### config.mk
export PLATFORM = sky130hd
export DESIGN_NAME = storage_scope_command_timer
export DESIGN_NICKNAME = d
export VERILOG_FILES = /design/src/scope_cmd_pkg.sv /design/src/group_timer.sv /design/src/storage_scope_command_timer.sv
export SDC_FILE = /design/constraint.sdc
export NUM_CORES = 1
export LEC_CHECK = 0
export ABC_AREA = 1
export BUFFER_PORTS_ARGS = -buffer_cell sky130_fd_sc_hd__clkbuf_2
export CAP_MARGIN = 10
export CORE_UTILIZATION = 60
export DETAILED_ROUTE_END_ITERATION = 12
export PLACE_DENSITY = 0.78
export SYNTH_ARGS = -nofsm -noshare
export SYNTH_HDL_FRONTEND = slang
export SYNTH_SLANG_ARGS = --single-unit
### constraint.sdc
create_clock -name core_clk -period 7.3 [get_ports core_clk]
set_input_delay 0.73 -clock core_clk [delete_from_list [all_inputs] [get_ports core_clk]]
set_output_delay 0.73 -clock core_clk [all_outputs]
set_load 0.02 [all_outputs]
### src/scope_cmd_pkg.sv
// package: function codes, sub-addresses, timing and carrier types
package scope_cmd_pkg;
   localparam int unsigned CLK_HZ          = 250_000_000;
   localparam logic [4:0]  FN_TEST_DONE    = 5'h08;
   localparam logic [4:0]  FN_CLEAR_DONE   = 5'h0A;
   localparam logic [4:0]  FN_WRITE_MASK   = 5'h10;
   localparam logic [4:0]  FN_CLEAR_MODE   = 5'h18;
   localparam logic [4:0]  FN_SET_MODE     = 5'h1A;
   localparam logic [4:0]  FN_TEST_BUSY    = 5'h1B;
   localparam logic [4:0]  FN_ACTION       = 5'h1C;
   localparam logic [3:0]  SA_STORE        = 4'h0;
   localparam logic [3:0]  SA_WRITE_THRU   = 4'h1;
   localparam logic [3:0]  SA_ERASE        = 4'h2;
   localparam logic [3:0]  SA_VIEW         = 4'h3;
   localparam int unsigned GROUPS          = 4;
   localparam int unsigned STORE_TIME_MS   = 100;
   localparam int unsigned ERASE_TIME_MS   = 500;
   localparam int unsigned WTHRU_TIME_MS   = 100;
   localparam int unsigned VIEW_TIME_MS    = 100;
   localparam int unsigned STORE_CYCLES    = STORE_TIME_MS * (CLK_HZ / 1000);
   localparam int unsigned ERASE_CYCLES    = ERASE_TIME_MS * (CLK_HZ / 1000);
   localparam int unsigned WTHRU_CYCLES    = WTHRU_TIME_MS * (CLK_HZ / 1000);
   localparam int unsigned VIEW_CYCLES     = VIEW_TIME_MS * (CLK_HZ / 1000);
   localparam int unsigned TIMER_W         = 28;
   localparam logic [3:0]  MASK_RESET      = 4'h0;
   localparam logic        MODE_RESET      = 1'b0;

   typedef struct packed {
      logic       strobe;
      logic [4:0] func;
      logic [3:0] subaddr;
      logic [3:0] wdata;
   } dataway_cmd_type;

   typedef struct packed {
      logic store_mode;
      logic write_thru_mode;
      logic erase_req;
      logic view_req;
   } scope_ctrl_type;
endpackage

### src/group_timer.sv
// one command group: timer with busy and done flags
`timescale 1ns/1ps
module group_timer #(
   parameter int unsigned CYCLES = 16
) (
   input  wire logic clk,
   input  wire logic rst,
   input  wire logic init,
   input  wire logic start,
   input  wire logic clear_done,
   output logic      busy,
   output logic      done
);
   import scope_cmd_pkg::*;
   localparam logic [TIMER_W-1:0] LAST = TIMER_W'(CYCLES - 1);
   logic [TIMER_W-1:0] count_r;
   wire                expire = busy && (count_r == LAST);

   always_ff @(posedge clk or posedge rst) begin
      if (rst) begin
         count_r <= '0;
         busy    <= 1'b0;
      end else if (init) begin
         count_r <= '0;
         busy    <= 1'b0;
      end else if (start) begin
         count_r <= '0;
         busy    <= 1'b1;
      end else if (busy) begin
         count_r <= count_r + TIMER_W'(1);
         busy    <= !expire;
      end
   end

   always_ff @(posedge clk or posedge rst) begin
      if (rst) done <= 1'b0;
      else if (init) done <= 1'b0;
      else if (expire) done <= 1'b1;
      else if (clear_done || start) done <= 1'b0;
   end
endmodule

### src/storage_scope_command_timer.sv
// top: dataway command decode, timers, masks and q response
`timescale 1ns/1ps
// Functional notes
// - F26/F24 A0 set/clear storing mode
// - F26/F24 A1 set/clear write-through mode
// - F28 A0 erase half second, A1 view
// - storing timer done 0.1 s after release
// - per-group timer, busy set, done on completion
// - scope commands give Q, start group timer
// - F27 tests busy flag by sub-address
// - busy test ignores enable mask
// - F8 tests done request by sub-address
// - F10 tests like F8, then clears done
// - F8/F10 Q needs done and enable
// - F16 A0 loads mask from W1-W4, Q
// - initialize clears modes, flags, mask
module storage_scope_command_timer #(
   parameter int unsigned STORE_CYC = scope_cmd_pkg::STORE_CYCLES,
   parameter int unsigned WTHRU_CYC = scope_cmd_pkg::WTHRU_CYCLES,
   parameter int unsigned ERASE_CYC = scope_cmd_pkg::ERASE_CYCLES,
   parameter int unsigned VIEW_CYC  = scope_cmd_pkg::VIEW_CYCLES
) (
   input  wire logic                          core_clk,
   input  wire logic                          rst,
   input  wire logic                          dataway_init,
   input  wire scope_cmd_pkg::dataway_cmd_type cmd,
   output logic                               q_resp,
   output logic                               look_at_me,
   output scope_cmd_pkg::scope_ctrl_type      scope_ctrl,
   output logic [3:0]                         busy_flags,
   output logic [3:0]                         done_flags
);
   import scope_cmd_pkg::*;

   // state registers and their next values
   logic [3:0] done_request_enable_mask_r;
   logic [3:0] done_request_enable_mask_nxt;
   logic       store_mode_r;
   logic       store_mode_nxt;
   logic       wthru_mode_r;
   logic       wthru_mode_nxt;
   logic       erase_req_r;
   logic       erase_req_nxt;
   logic       view_req_r;
   logic       view_req_nxt;
   logic       q_r;
   logic       q_nxt;
   logic       lam_r;
   logic       lam_nxt;
   logic [3:0] busy_flags_r;
   logic [3:0] busy_flags_nxt;
   logic [3:0] done_flags_r;
   logic [3:0] done_flags_nxt;
   logic [3:0] busy_w;
   logic [3:0] done_w;

   // decode terms
   logic       sa_ok;
   logic [1:0] sel;
   logic [3:0] grp_sel_w;
   logic       is_set;
   logic       is_clr;
   logic       is_act;
   logic       is_mode;
   logic       is_actn;
   logic       is_busy;
   logic       is_tst;
   logic       is_tclr;
   logic       is_any_tst;
   logic       is_mask;
   logic       set_store;
   logic       clr_store;
   logic       set_wthru;
   logic       clr_wthru;
   logic       start_store;
   logic       start_wthru;
   logic       do_erase;
   logic       do_view;
   logic [3:0] start_w;
   logic [3:0] clr_done_w;
   logic [3:0] pending_w;
   logic       lam_hit;
   logic       q_cmd_w;
   logic       q_busy_w;
   logic       q_done_w;

   // command decode
   assign sa_ok      = cmd.subaddr < 4'h4;
   assign sel        = cmd.subaddr[1:0];
   assign grp_sel_w  = 4'h1 << sel;
   assign is_set     = cmd.strobe && cmd.func == FN_SET_MODE;
   assign is_clr     = cmd.strobe && cmd.func == FN_CLEAR_MODE;
   assign is_act     = cmd.strobe && cmd.func == FN_ACTION;
   assign is_mode    = (is_set || is_clr) && cmd.subaddr <= SA_WRITE_THRU;
   assign is_actn    = is_act && cmd.subaddr <= SA_WRITE_THRU;
   assign is_busy    = cmd.strobe && cmd.func == FN_TEST_BUSY && sa_ok;
   assign is_tst     = cmd.strobe && cmd.func == FN_TEST_DONE && sa_ok;
   assign is_tclr    = cmd.strobe && cmd.func == FN_CLEAR_DONE && sa_ok;
   assign is_any_tst = is_tst || is_tclr;
   assign is_mask    = cmd.strobe && cmd.func == FN_WRITE_MASK && cmd.subaddr == SA_STORE;
   assign set_store  = is_set && cmd.subaddr == SA_STORE;
   assign clr_store  = is_clr && cmd.subaddr == SA_STORE;
   assign set_wthru  = is_set && cmd.subaddr == SA_WRITE_THRU;
   assign clr_wthru  = is_clr && cmd.subaddr == SA_WRITE_THRU;
   assign do_erase   = is_actn && cmd.subaddr == SA_STORE;
   assign do_view    = is_actn && cmd.subaddr == SA_WRITE_THRU;

   // timer starts on the command strobe; store settles once released
   assign start_store = set_store || clr_store;
   assign start_wthru = set_wthru || clr_wthru;
   assign start_w     = {do_view,
                         do_erase,
                         start_wthru,
                         start_store};
   assign clr_done_w  = is_tclr ? grp_sel_w : 4'h0;
   assign pending_w   = done_w & done_request_enable_mask_r;
   assign lam_hit     = pending_w[sel];

   // q sources: scope commands, mask write, busy test, done tests
   assign q_cmd_w    = is_mode || is_actn || is_mask;
   assign q_busy_w   = is_busy && busy_w[sel];
   assign q_done_w   = is_any_tst && lam_hit;
   assign q_nxt      = q_cmd_w
                       || q_busy_w
                       || q_done_w;
   assign lam_nxt    = !dataway_init && |pending_w;

   // erase held for its timer, view a one-cycle request
   assign erase_req_nxt  = !dataway_init
                           && (do_erase || (erase_req_r && busy_w[2]));
   assign view_req_nxt   = !dataway_init && do_view;
   assign busy_flags_nxt = busy_w;
   assign done_flags_nxt = done_w;

   always_comb begin
      store_mode_nxt = store_mode_r;
      if (dataway_init) begin
         store_mode_nxt = MODE_RESET;
      end else if (set_store) begin
         store_mode_nxt = 1'b1;
      end else if (clr_store) begin
         store_mode_nxt = 1'b0;
      end
   end

   always_comb begin
      wthru_mode_nxt = wthru_mode_r;
      if (dataway_init) begin
         wthru_mode_nxt = MODE_RESET;
      end else if (set_wthru) begin
         wthru_mode_nxt = 1'b1;
      end else if (clr_wthru) begin
         wthru_mode_nxt = 1'b0;
      end
   end

   always_comb begin
      done_request_enable_mask_nxt = done_request_enable_mask_r;
      if (dataway_init) begin
         done_request_enable_mask_nxt = MASK_RESET;
      end else if (is_mask) begin
         done_request_enable_mask_nxt = cmd.wdata;
      end
   end

   // storing mode group
   group_timer #(
      .CYCLES(STORE_CYC)
   ) u_store (
      .clk        (core_clk),
      .rst        (rst),
      .init       (dataway_init),
      .start      (start_w[0]),
      .clear_done (clr_done_w[0]),
      .busy       (busy_w[0]),
      .done       (done_w[0])
   );

   // write-through mode group
   group_timer #(
      .CYCLES(WTHRU_CYC)
   ) u_wthru (
      .clk        (core_clk),
      .rst        (rst),
      .init       (dataway_init),
      .start      (start_w[1]),
      .clear_done (clr_done_w[1]),
      .busy       (busy_w[1]),
      .done       (done_w[1])
   );

   // erase group
   group_timer #(
      .CYCLES(ERASE_CYC)
   ) u_erase (
      .clk        (core_clk),
      .rst        (rst),
      .init       (dataway_init),
      .start      (start_w[2]),
      .clear_done (clr_done_w[2]),
      .busy       (busy_w[2]),
      .done       (done_w[2])
   );

   // view group
   group_timer #(
      .CYCLES(VIEW_CYC)
   ) u_view (
      .clk        (core_clk),
      .rst        (rst),
      .init       (dataway_init),
      .start      (start_w[3]),
      .clear_done (clr_done_w[3]),
      .busy       (busy_w[3]),
      .done       (done_w[3])
   );

   // registered state and outputs
   always_ff @(posedge core_clk or posedge rst) begin
      if (rst) begin
         done_request_enable_mask_r <= MASK_RESET;
      end else begin
         done_request_enable_mask_r <= done_request_enable_mask_nxt;
      end
   end

   always_ff @(posedge core_clk or posedge rst) begin
      if (rst) begin
         store_mode_r <= MODE_RESET;
      end else begin
         store_mode_r <= store_mode_nxt;
      end
   end

   always_ff @(posedge core_clk or posedge rst) begin
      if (rst) begin
         wthru_mode_r <= MODE_RESET;
      end else begin
         wthru_mode_r <= wthru_mode_nxt;
      end
   end

   always_ff @(posedge core_clk or posedge rst) begin
      if (rst) begin
         erase_req_r <= 1'b0;
      end else begin
         erase_req_r <= erase_req_nxt;
      end
   end

   always_ff @(posedge core_clk or posedge rst) begin
      if (rst) begin
         view_req_r <= 1'b0;
      end else begin
         view_req_r <= view_req_nxt;
      end
   end

   always_ff @(posedge core_clk or posedge rst) begin
      if (rst) begin
         q_r <= 1'b0;
      end else begin
         q_r <= q_nxt;
      end
   end

   always_ff @(posedge core_clk or posedge rst) begin
      if (rst) begin
         lam_r <= 1'b0;
      end else begin
         lam_r <= lam_nxt;
      end
   end

   always_ff @(posedge core_clk or posedge rst) begin
      if (rst) begin
         busy_flags_r <= 4'h0;
      end else begin
         busy_flags_r <= busy_flags_nxt;
      end
   end

   always_ff @(posedge core_clk or posedge rst) begin
      if (rst) begin
         done_flags_r <= 4'h0;
      end else begin
         done_flags_r <= done_flags_nxt;
      end
   end

   assign q_resp     = q_r;
   assign look_at_me = lam_r;
   assign busy_flags = busy_flags_r;
   assign done_flags = done_flags_r;
   assign scope_ctrl = '{store_mode:      store_mode_r,
                         write_thru_mode: wthru_mode_r,
                         erase_req:       erase_req_r,
                         view_req:        view_req_r};
endmodule

==> results of run 1 <==
==> logic make-up after synthesis <==
| group | Yosys count |
|---|---|
| DFF | 138 |
| and+or+nand+nor | 692 |
| xor gates and xnor gates | 16 |
| buffers and inverters | 165 |
| adders and majority gates | 4 |
| AOI/OAI and AO/OA | 94 |
==> sequential cells by signal (all words and copies together), names as in the netlist, 4 cells and up <==
signal / cells
u_erase.count_r: 28
done_flags: 4
u_store.count_r: 28
busy_flags: 4
u_wthru.count_r: 28
done_request_enable_mask_r: 4
u_view.count_r: 28
==> worst max-delay path, stage by stage, from the launching register on <==
cell and delay (ps):
dfrtp_1 810, inv_2 250, nor2_1 200, nand3_1 130
nor2_4 330, nand3_1 120, nand2_1 80, inv_1 40
nor2_1 90
==> cell type report <==
class	count	area, um2	area share (%)
Sequential cell	138	3450	38.8
Timing Repair Buffer	31	158	1.77
Multi-Input combinational cell	806	3890	43.7
Clock inverter	10	139	1.56
Clock buffer	22	494	5.55
Tap cell	172	215	2.42
Inverter	145	549	6.17
==> cells in the mapped netlist (11+ instances only) <==
cell type and n:
nor2_2 13, o21ai_0 25, nand2_1 266, nand2_2 11, xor2_1 13, nor2_1 183
nor3_1 51, inv_1 134, a21oi_1 50, nand3_1 84, dfrtp_1 138, nand4_1 34
inv_2 11
==> report_power, final <==
part	internal (mW)	switching (mW)
clock network	0.582	0.329
registers	0.765	0.000343
logic	0.0110	0.0427
total	1.36	0.372
==> metal layers <==
metal / part of all wire [%] / up-vias
li1: - / 3628
met5: 0 / -
met4: 0.93 / 0
met1: 48 / 3317
met3: 4.8 / 17
met2: 47 / 167
==> metrics by stage <==
step,cell area (um2),util (%)
5_1_grt,8900,69.4
3_3_place_gp,8270,64.5
2_1_floorplan,8040,-
6_report,8900,69.4
4_1_cts,8900,69.4
3_5_place_dp,8270,64.5
==> layout by cell type, fill, tap and decap left out, types with 2 or more instances in the layout <==
cell	Yosys	final
nand2_1	266	266
nor2_1	183	183
dfrtp_1	138	138
inv_1	134	133
nand3_1	84	84
nor3_1	51	51
a21oi_1	50	50
nand4_1	34	34
clkbuf_2	0	30
o21ai_0	25	25
clkbuf_16	0	17
nor2_2	13	13
xor2_1	13	13
inv_2	11	11
nand2_2	11	11
nor3b_1	9	9
nand3_2	9	9
nor2_4	8	8
nor3_2	7	7
nor4_1	5	5
o21ai_1	5	5
clkbuf_8	0	5
ha_1	4	4
clkinvlp_4	0	4
and3_1	3	3
xnor2_1	3	3
a21oi_2	3	3
bufinv_16	0	3
o211ai_2	2	2
or2_2	2	2
nand3b_1	2	2
a31oi_1	2	2
nor3b_2	2	2
nor3_4	2	2
o21a_1	2	2
clkinv_2	0	2
==> worst min-delay path by stage <==
stage | startpoint | cells past startpoint | slack [ps] | endpoint
after floorplan | u_store.done$_DFFE_PP0P_ | 0 | 370 | done_flags[0]$_DFF_PP0_
after global placement | u_erase.done$_DFFE_PP0P_ | 0 | 430 | done_flags[2]$_DFF_PP0_
after detailed placement | u_erase.done$_DFFE_PP0P_ | 0 | 430 | done_flags[2]$_DFF_PP0_
after CTS | rst | 2 | 400 | u_store.count_r[17]$_DFFE_PP0P_
after global routing | rst | 2 | 430 | u_store.count_r[17]$_DFFE_PP0P_
final | rst | 2 | 390 | u_store.count_r[17]$_DFFE_PP0P_
==> metrics.txt, run 1 <==
status=completed; PwrDens=194 nW/um2; min cycle time layout=2110 ps; area delta synth->final=10.7%; row cnt=41; Slew Limit Headroom=42.2%; Post-synth EDFFs=0; first drt pass iteration count=5; Worst R2R End=u_erase.count_r[20]$_DFFE_PP0P_; Cells after Synth=1109; Yosys Warn Count=0; GRT Max-Usage Layer=met2; met2 Use GR=43.6%; Final Skew=6.25 ps; Leak=3.97 nW; fraction of the mapped netlist area in simple logic gates=39.6%; antenna violations before repair=0; CTS Root Cell=clkbuf_16; number of synthesized register bits=138; Die W=118 um; WS Path Type=flip-flop to flip-flop; pin count of the biggest net entering global routing=73; Finished Layout Cells=1324; Final setup viols=0; dpl hpwl=12600 um; Routed Antenna Nets=0; Clock Pin Slew Worst Setup and Hold Paths=60 ps; CTS Buf Count=17; worst hold slack=385 ps; number of buffers added for setup after CTS=0; Worst setup EP type=flip-flop; first-pass GRT wire length=31000 um; # IOs=31; Layout Nets=1160; initial core utilization=62.7%; top cells by area, synth=dfrtp_1 (43%), nand2_1 (12%), nor2_1 (8.5%); fmax=474 MHz; Filler Cells Inserted=1041; met3 usage=5.91%; Post-Syn Nets=1130; worst reg2reg setup slack=5190 ps; share of cells above drive strength 1=11.7%; Slew @ Worst Pin=867 ps; Synth area leader=dfrtp_1; WL final=17900 um; sequential fraction of the synthesis area=42.9%; largest family of logic cells by synthesized area=simple AND/OR/NAND/NOR gates; DR WL/cell=13.5 um; Max Root-Sink Buffers=2; number of vias per cell=5.38; Synth Area in Adders=0.622%; CP startpoint=u_erase.busy$_DFF_PP0_; type of the worst min-delay path=input pin to asynchronous set/reset pin; Slew Limit Fails=0; clock tree from TritonCTS=built; Die Span Y=118 um; H-tree depth=4; Worst-Skew Late Latency=420 ps; synthesized area=8040 um2; total grt overflow=0; clock sinks=138; Final period util=28.9%; post-synth top area share=42.9%; CORE AREA=12800 um2; fin worst setup slack=5190 ps; xor/xnor share of the synthesized area=1.74%; ys flop type=dfrtp_1; Final Power=1.73 mW; reg2reg path depth=8; GPL Wtd Cong=0.910; worst flop-to-flop path startpoint=u_erase.busy$_DFF_PP0_; post-synthesis mux area share=0%; Mapped Avg Cell Area=7.25 um2; ANT cells=0; met1 Usage GRT=38.5%; FFs w/ async S/R, synth=100%; via count=7129; Compound-Gate Fraction of Synth Area=6.46%; quantity of I/O buffers inserted on ports=30; die footprint=13900 um2; All-Layer GR Usage=27.7%; unrepaired setup endpoints after global routing=no; Fin Setup TNS=0 ps; DR DRC count=0; final hold violations=0; CP required=7650 ps; crit start category=flip-flop; Hold Buf Count CTS=0; Resized Gates After CTS=0; vias in the first global route=6589; pre-CTS WS=4980 ps; Max Cap Viol=0; crit path to=u_erase.count_r[20]$_DFFE_PP0P_; dpl cells=1292; Max FO, Critical Path=22; Cell variety after synth=40; Peak VDD IR=183 uV; number of DRC markers in iteration 0=578; crit path DAT=2460 ps
Power figures use the tool's default switching activity.
==> run 2, diff against run 1 <==
==> constraint.sdc (replaced) <==
create_clock -name core_clk -period 2.1 [get_ports core_clk]
set_input_delay 0.21 -clock core_clk [delete_from_list [all_inputs] [get_ports core_clk]]
set_output_delay 0.21 -clock core_clk [all_outputs]
set_load 0.02 [all_outputs]
==> metrics.txt, run 2 (same netlist as run 1, synthesis figures left out) <==
status=completed; Die Span Y=118 um (unchanged); hold path startpoint=cmd[2]; Worst-Skew Late Latency=430 ps (about the same); Peak VDD IR=586 uV (+220%); final hold violations=0 (unchanged); unrepaired setup endpoints after global routing=no; pin count of the biggest net entering global routing=61 (-16%); Clock Pin Slew Worst Setup and Hold Paths=60 ps (about the same); Final period util=81.9% (+53 points); max incr delay on CP=750 ps (-60 ps); Die W=118 um (unchanged); via count=7216 (+1.2%); number of buffers added for setup after CTS=0 (unchanged); pre-CTS WS=424 ps (-4550 ps); Max Root-Sink Buffers=2 (unchanged); WS Path Type=flip-flop to flip-flop; WL final=18400 um (+2.8%); first drt pass iteration count=5 (unchanged); row cnt=41 (unchanged); crit start category=flip-flop; H-tree depth=4 (unchanged); Worst Hold Path Cells=3; Max FO, Critical Path=19 (-14%); CTS Root Cell=clkbuf_16; worst reg2reg setup slack=380 ps (-4810 ps); Buf/Inv on CP=0 (-2); dpl hpwl=13100 um (+4.4%); Leak=3.98 nW (+0.42%); critical-path cell list=nand2_1, nor4_1, nand3_1, nand2_1, nor2_1; Layout Nets=1170 (+0.86%); Final Skew=12.8 ps (+6.52 ps); DR DRC count=0 (unchanged); CTS Buf Count=17 (unchanged); CORE AREA=12800 um2 (unchanged); fmax=581 MHz (+23%); min cycle time layout=1720 ps (-390 ps); most common cell after layout, fill and taps aside=nand2_1; share of cells above drive strength 1=12.0% (+0.25 points); area delta synth->final=10.9%; number of DRC markers in iteration 0=637 (+10%); Max Cap Viol=0 (unchanged); Worst R2R End=u_store.count_r[26]$_DFFE_PP0P_; fin util=69.5% (+0.14 points); Worst setup EP type=flip-flop; reg2reg path depth=5 (-3); fin worst setup slack=379 ps (-4810 ps); CP max-delay cell=dfrtp_1; CP startpoint=u_store.busy$_DFF_PP0_; Routed Antenna Nets=0 (unchanged); initial core utilization=62.7% (unchanged); Worst Hold Path EP=done_request_enable_mask_r[2]$_DFFE_PP0P_; # IOs=31 (unchanged); antenna violations before repair=0 (unchanged); number of vias per cell=5.41 (+0.54%); quantity of I/O buffers inserted on ports=30 (unchanged); clock tree from TritonCTS=built; worst flop-to-flop path startpoint=u_store.busy$_DFF_PP0_; crit-path leading delay family=simple AND/OR/NAND/NOR gates; total grt overflow=0 (unchanged); GPL Wtd Cong=0.924 (+1.6%); All-Layer GR Usage=28.7% (+1.0 points); first-pass GRT wire length=32100 um (+3.6%); PwrDens=636 nW/um2 (+230%); CP required=2400 ps (-5250 ps); Fin Setup TNS=0 ps (unchanged); most frequent cells in the layout=nand2_1 (266), nor2_1 (183), dfrtp_1 (138), inv_1 (133), nand3_1 (84); type of the worst min-delay path=input pin to flip-flop; Final setup viols=0 (unchanged); clock sinks=138 (unchanged); ANT cells=0 (unchanged); Slew @ Worst Pin=635 ps (-232 ps); Slew Limit Headroom=57.7% (+15 points); die footprint=13900 um2 (unchanged); DR WL/cell=13.8 um (+2.1%); crit path DAT=2030 ps (-430 ps); Slew Limit Fails=0 (unchanged); vias in the first global route=6925 (+5.1%); most frequent CP cell=nand2_1
## run 2: worst max path at each step
stage          cells past startpoint  slack (ps)                              end
6_report                           5         380  u_store.count_r[26]$_DFFE_PP0P_
5_1_grt                            5         200  u_store.count_r[26]$_DFFE_PP0P_
4_1_cts                            5         400  u_store.count_r[26]$_DFFE_PP0P_
3_5_place_dp                       9         420  u_erase.count_r[26]$_DFFE_PP0P_
3_3_place_gp                       5         480  u_store.count_r[26]$_DFFE_PP0P_
2_1_floorplan                      1         170          busy_flags[0]$_DFF_PP0_
## run 2: per-stage QoR
step	cells	hold slack [ps]	total power [mW]	area, um2
finish	1333	13.2	5.67	8920
global placement	1301	265	2.91	8360
CTS	1333	8.20	5.71	8920
global route	1333	16.1	5.86	8920
detailed placement	1301	278	2.92	8360
floorplan	1109	327	2.85	8050
## run 2: repair_timing
action                                  in CTS  in global routing
endpoints found under the hold margin       19                  0
hold buffers                                 1                  0
endpoints found under the setup margin       0                  0
resized for setup                            0                  0
## run 2: area by class of cell
cell class              count  area, um2
well taps                 172        215
clock buffers              24        482
flip-flops and latches    138       3450
clock inverters             7       67.6
repair buffers             41        260
multi-input cells         806       3890
fillers                  1084       3910
inverters                 145        548
## run 2: power by group
group | switching, mW | internal [mW] | leakage [nW] | total (mW)
logic | 0.155 | 0.0508 | 1.79 | 0.205
registers | 0.000680 | 2.66 | 1.93 | 2.66
clock network | 1.10 | 1.71 | 0.262 | 2.80
total | 1.25 | 4.42 | 3.98 | 5.67
## run 2: routing by layer
layer / track usage (%) / wire length [um] / share of wire, % / vias to the layer above
met4: 9.62 / 295 / 1.6 / 0
li1: - / - / - / 3648
met3: 5.96 / 848 / 4.6 / 33
met5: 0 / 0 / 0 / -
met2: 44.6 / 8610 / 47 / 194
met1: 40.1 / 8660 / 47 / 3341
## run 2: worst reg2reg max path, cell delays in order, from the launching register on
cell     delay (ps)
dfrtp_1         750
nand2_1         170
nor4_1          420
nand3_1         130
nand2_1         100
nor2_1           50
==> run 3, diff against run 2 <==
==> constraint.sdc (replaced) <==
create_clock -name core_clk -period 1.65 [get_ports core_clk]
set_input_delay 0.165 -clock core_clk [delete_from_list [all_inputs] [get_ports core_clk]]
set_output_delay 0.165 -clock core_clk [all_outputs]
set_load 0.02 [all_outputs]
==> metrics.txt, run 3 (same netlist as run 1, synthesis figures left out) <==
Final Skew=6.76 ps (-6.02 ps); H-tree depth=4 (unchanged); PwrDens=819 nW/um2 (+29%); Peak VDD IR=773 uV (+32%); pin count of the biggest net entering global routing=79 (+30%); Max Root-Sink Buffers=2 (unchanged); number of DRC markers in iteration 0=756 (+19%); most frequent CP cell=nor2_4; initial core utilization=62.7% (unchanged); most common cell after layout, fill and taps aside=nand2_1; Max FO, Critical Path=5 (-14); number of vias per cell=5.52 (+2.0%); Worst setup EP type=flip-flop; ANT cells=0 (unchanged); Die Span Y=118 um (unchanged); Slew Limit Headroom=68.4% (+11 points); CP startpoint=u_erase.count_r[0]$_DFFE_PP0P_; WL final=19300 um (+4.5%); crit-path leading delay family=simple AND/OR/NAND/NOR gates; post-placement cell area=8480 um2 (+1.4%); quantity of I/O buffers inserted on ports=30 (unchanged); Final period util=100% (+18 points); Worst R2R End=u_erase.count_r[12]$_DFFE_PP0P_; fin util=72.7% (+3.1 points); max incr delay on CP=380 ps (-370 ps); via count=7524 (+4.3%); unrepaired setup endpoints after global routing=yes; Slew @ Worst Pin=472 ps (-163 ps); Layout Nets=1200 (+2.6%); pre-CTS WS=-35.5 ps (-459 ps); worst flop-to-flop path startpoint=u_erase.count_r[0]$_DFFE_PP0P_; most frequent cells in the layout=nand2_1 (265), nor2_1 (179), dfrtp_1 (138), inv_1 (132), nand3_1 (82); reg2reg path depth=9 (+4); first-pass GRT wire length=32000 um (-0.43%); hold path startpoint=dataway_init; crit start category=flip-flop; first drt pass iteration count=5 (unchanged); crit path DAT=1960 ps (-70 ps); Clock Pin Slew Worst Setup and Hold Paths=60 ps (about the same); type of the worst min-delay path=input pin to flip-flop; antenna violations before repair=0 (unchanged); fin worst setup slack=-1.20 ps (-380 ps); final hold violations=0 (unchanged); Max Cap Viol=0 (unchanged); die footprint=13900 um2 (unchanged); fmax=606 MHz (+4.2%); clock tree from TritonCTS=built; # IOs=31 (unchanged); Final Cell Area=9320 um2 (+4.5%); Final setup viols=1 (+1); Multi-input gate area=3990 um2 (+2.4%); dpl cells=1317 (+1.2%); row cnt=41 (unchanged); Worst path depth=9 (+4); Buf/Inv on CP=2 (+2); Filler Cells Inserted=1044 (-3.7%); GPL Wtd Cong=0.917 (-0.78%); area delta synth->final=15.9%; failing checks=setup timing; vias in the first global route=6991 (+0.95%); CTS Buf Count=17 (unchanged); worst reg2reg setup slack=-1 ps (-380 ps); min cycle time layout=1650 ps (-69.7 ps); dpl hpwl=13400 um (+1.6%); crit path to=u_erase.count_r[12]$_DFFE_PP0P_; Worst-Skew Late Latency=420 ps (about the same); Finished Layout Cells=1363 (+2.3%); total grt overflow=0 (unchanged); CTS Root Cell=clkbuf_16; All-Layer GR Usage=28.6% (-0.093 points); CP required=1960 ps (-440 ps); WS Path Type=flip-flop to flip-flop; clock sinks=138 (unchanged); Leak=4.18 nW (+4.9%); status=complete, but fails checks; Final Power=7.64 mW (+35%); Fin Setup TNS=-1.20 ps (-1.20 ps); share of cells above drive strength 1=14.9% (+3.0 points); Routed Antenna Nets=0 (unchanged); CP max-delay cell=dfrtp_1; DR DRC count=0 (unchanged); Slew Limit Fails=0 (unchanged); CORE AREA=12800 um2 (unchanged); Die W=118 um (unchanged); FF/Latch Area=3450 um2 (unchanged); DR WL/cell=14.1 um (+2.2%); critical-path cell list=ha_2, nand2_2, nor2_4, nand3_4, nor2_4, buf_6, buf_4, a21oi_2, o21a_1; worst hold slack=122 ps (+109 ps)
run 3: cell count changes in the layout (fill, tap and decap cells not counted), moves of 3 or more:
cell | before | now
nor2_4 | 8 | 13
buf_4 | 8 | 31
dlygate4sd3_1 | 1 | 5
nor3_1 | 51 | 48
nor2_1 | 183 | 179
run 3: cell type report:
| class | count | area share (%) |
|---|---|---|
| Tap cell | 172 | 2.31 |
| Clock buffer | 25 | 5.42 |
| Clock inverter | 6 | 1.18 |
| Multi-Input combinational cell | 807 | 42.8 |
| Timing Repair Buffer | 70 | 5.41 |
| Inverter | 145 | 5.88 |
| Sequential cell | 138 | 37.0 |
run 3: layer usage:
| metal | global-route usage (%) | routed length, um |
|---|---|---|
| met5 | 0 | 0 |
| met4 | 9.05 | 214 |
| met3 | 5.47 | 1060 |
| met2 | 46.0 | 9140 |
| met1 | 39.0 | 8840 |
run 3: power by group:
group,switching [mW],internal (mW)
clock network,1.40,2.57
logic,0.203,0.0788
registers,0.000745,3.39
total,1.60,6.03
run 3: what timing repair did:
action,CTS,global route
endpoints found under the hold margin,142,0
hold buffers,5,0
setup buffers,3,6
resized for setup,0,22
pin swaps,2,9
endpoints found under the setup margin,5,32
gates cloned,0,1
run 3: worst min path at each step:
stage | end | cells past startpoint
6_report | view_req_r$_DFF_PP0_ | 2
5_1_grt | view_req_r$_DFF_PP0_ | 2
4_1_cts | view_req_r$_DFF_PP0_ | 2
3_5_place_dp | u_store.count_r[14]$_DFFE_PP0P_ | 2
3_3_place_gp | u_store.count_r[14]$_DFFE_PP0P_ | 2
2_1_floorplan | done_request_enable_mask_r[0]$_DFFE_PP0P_ | 2
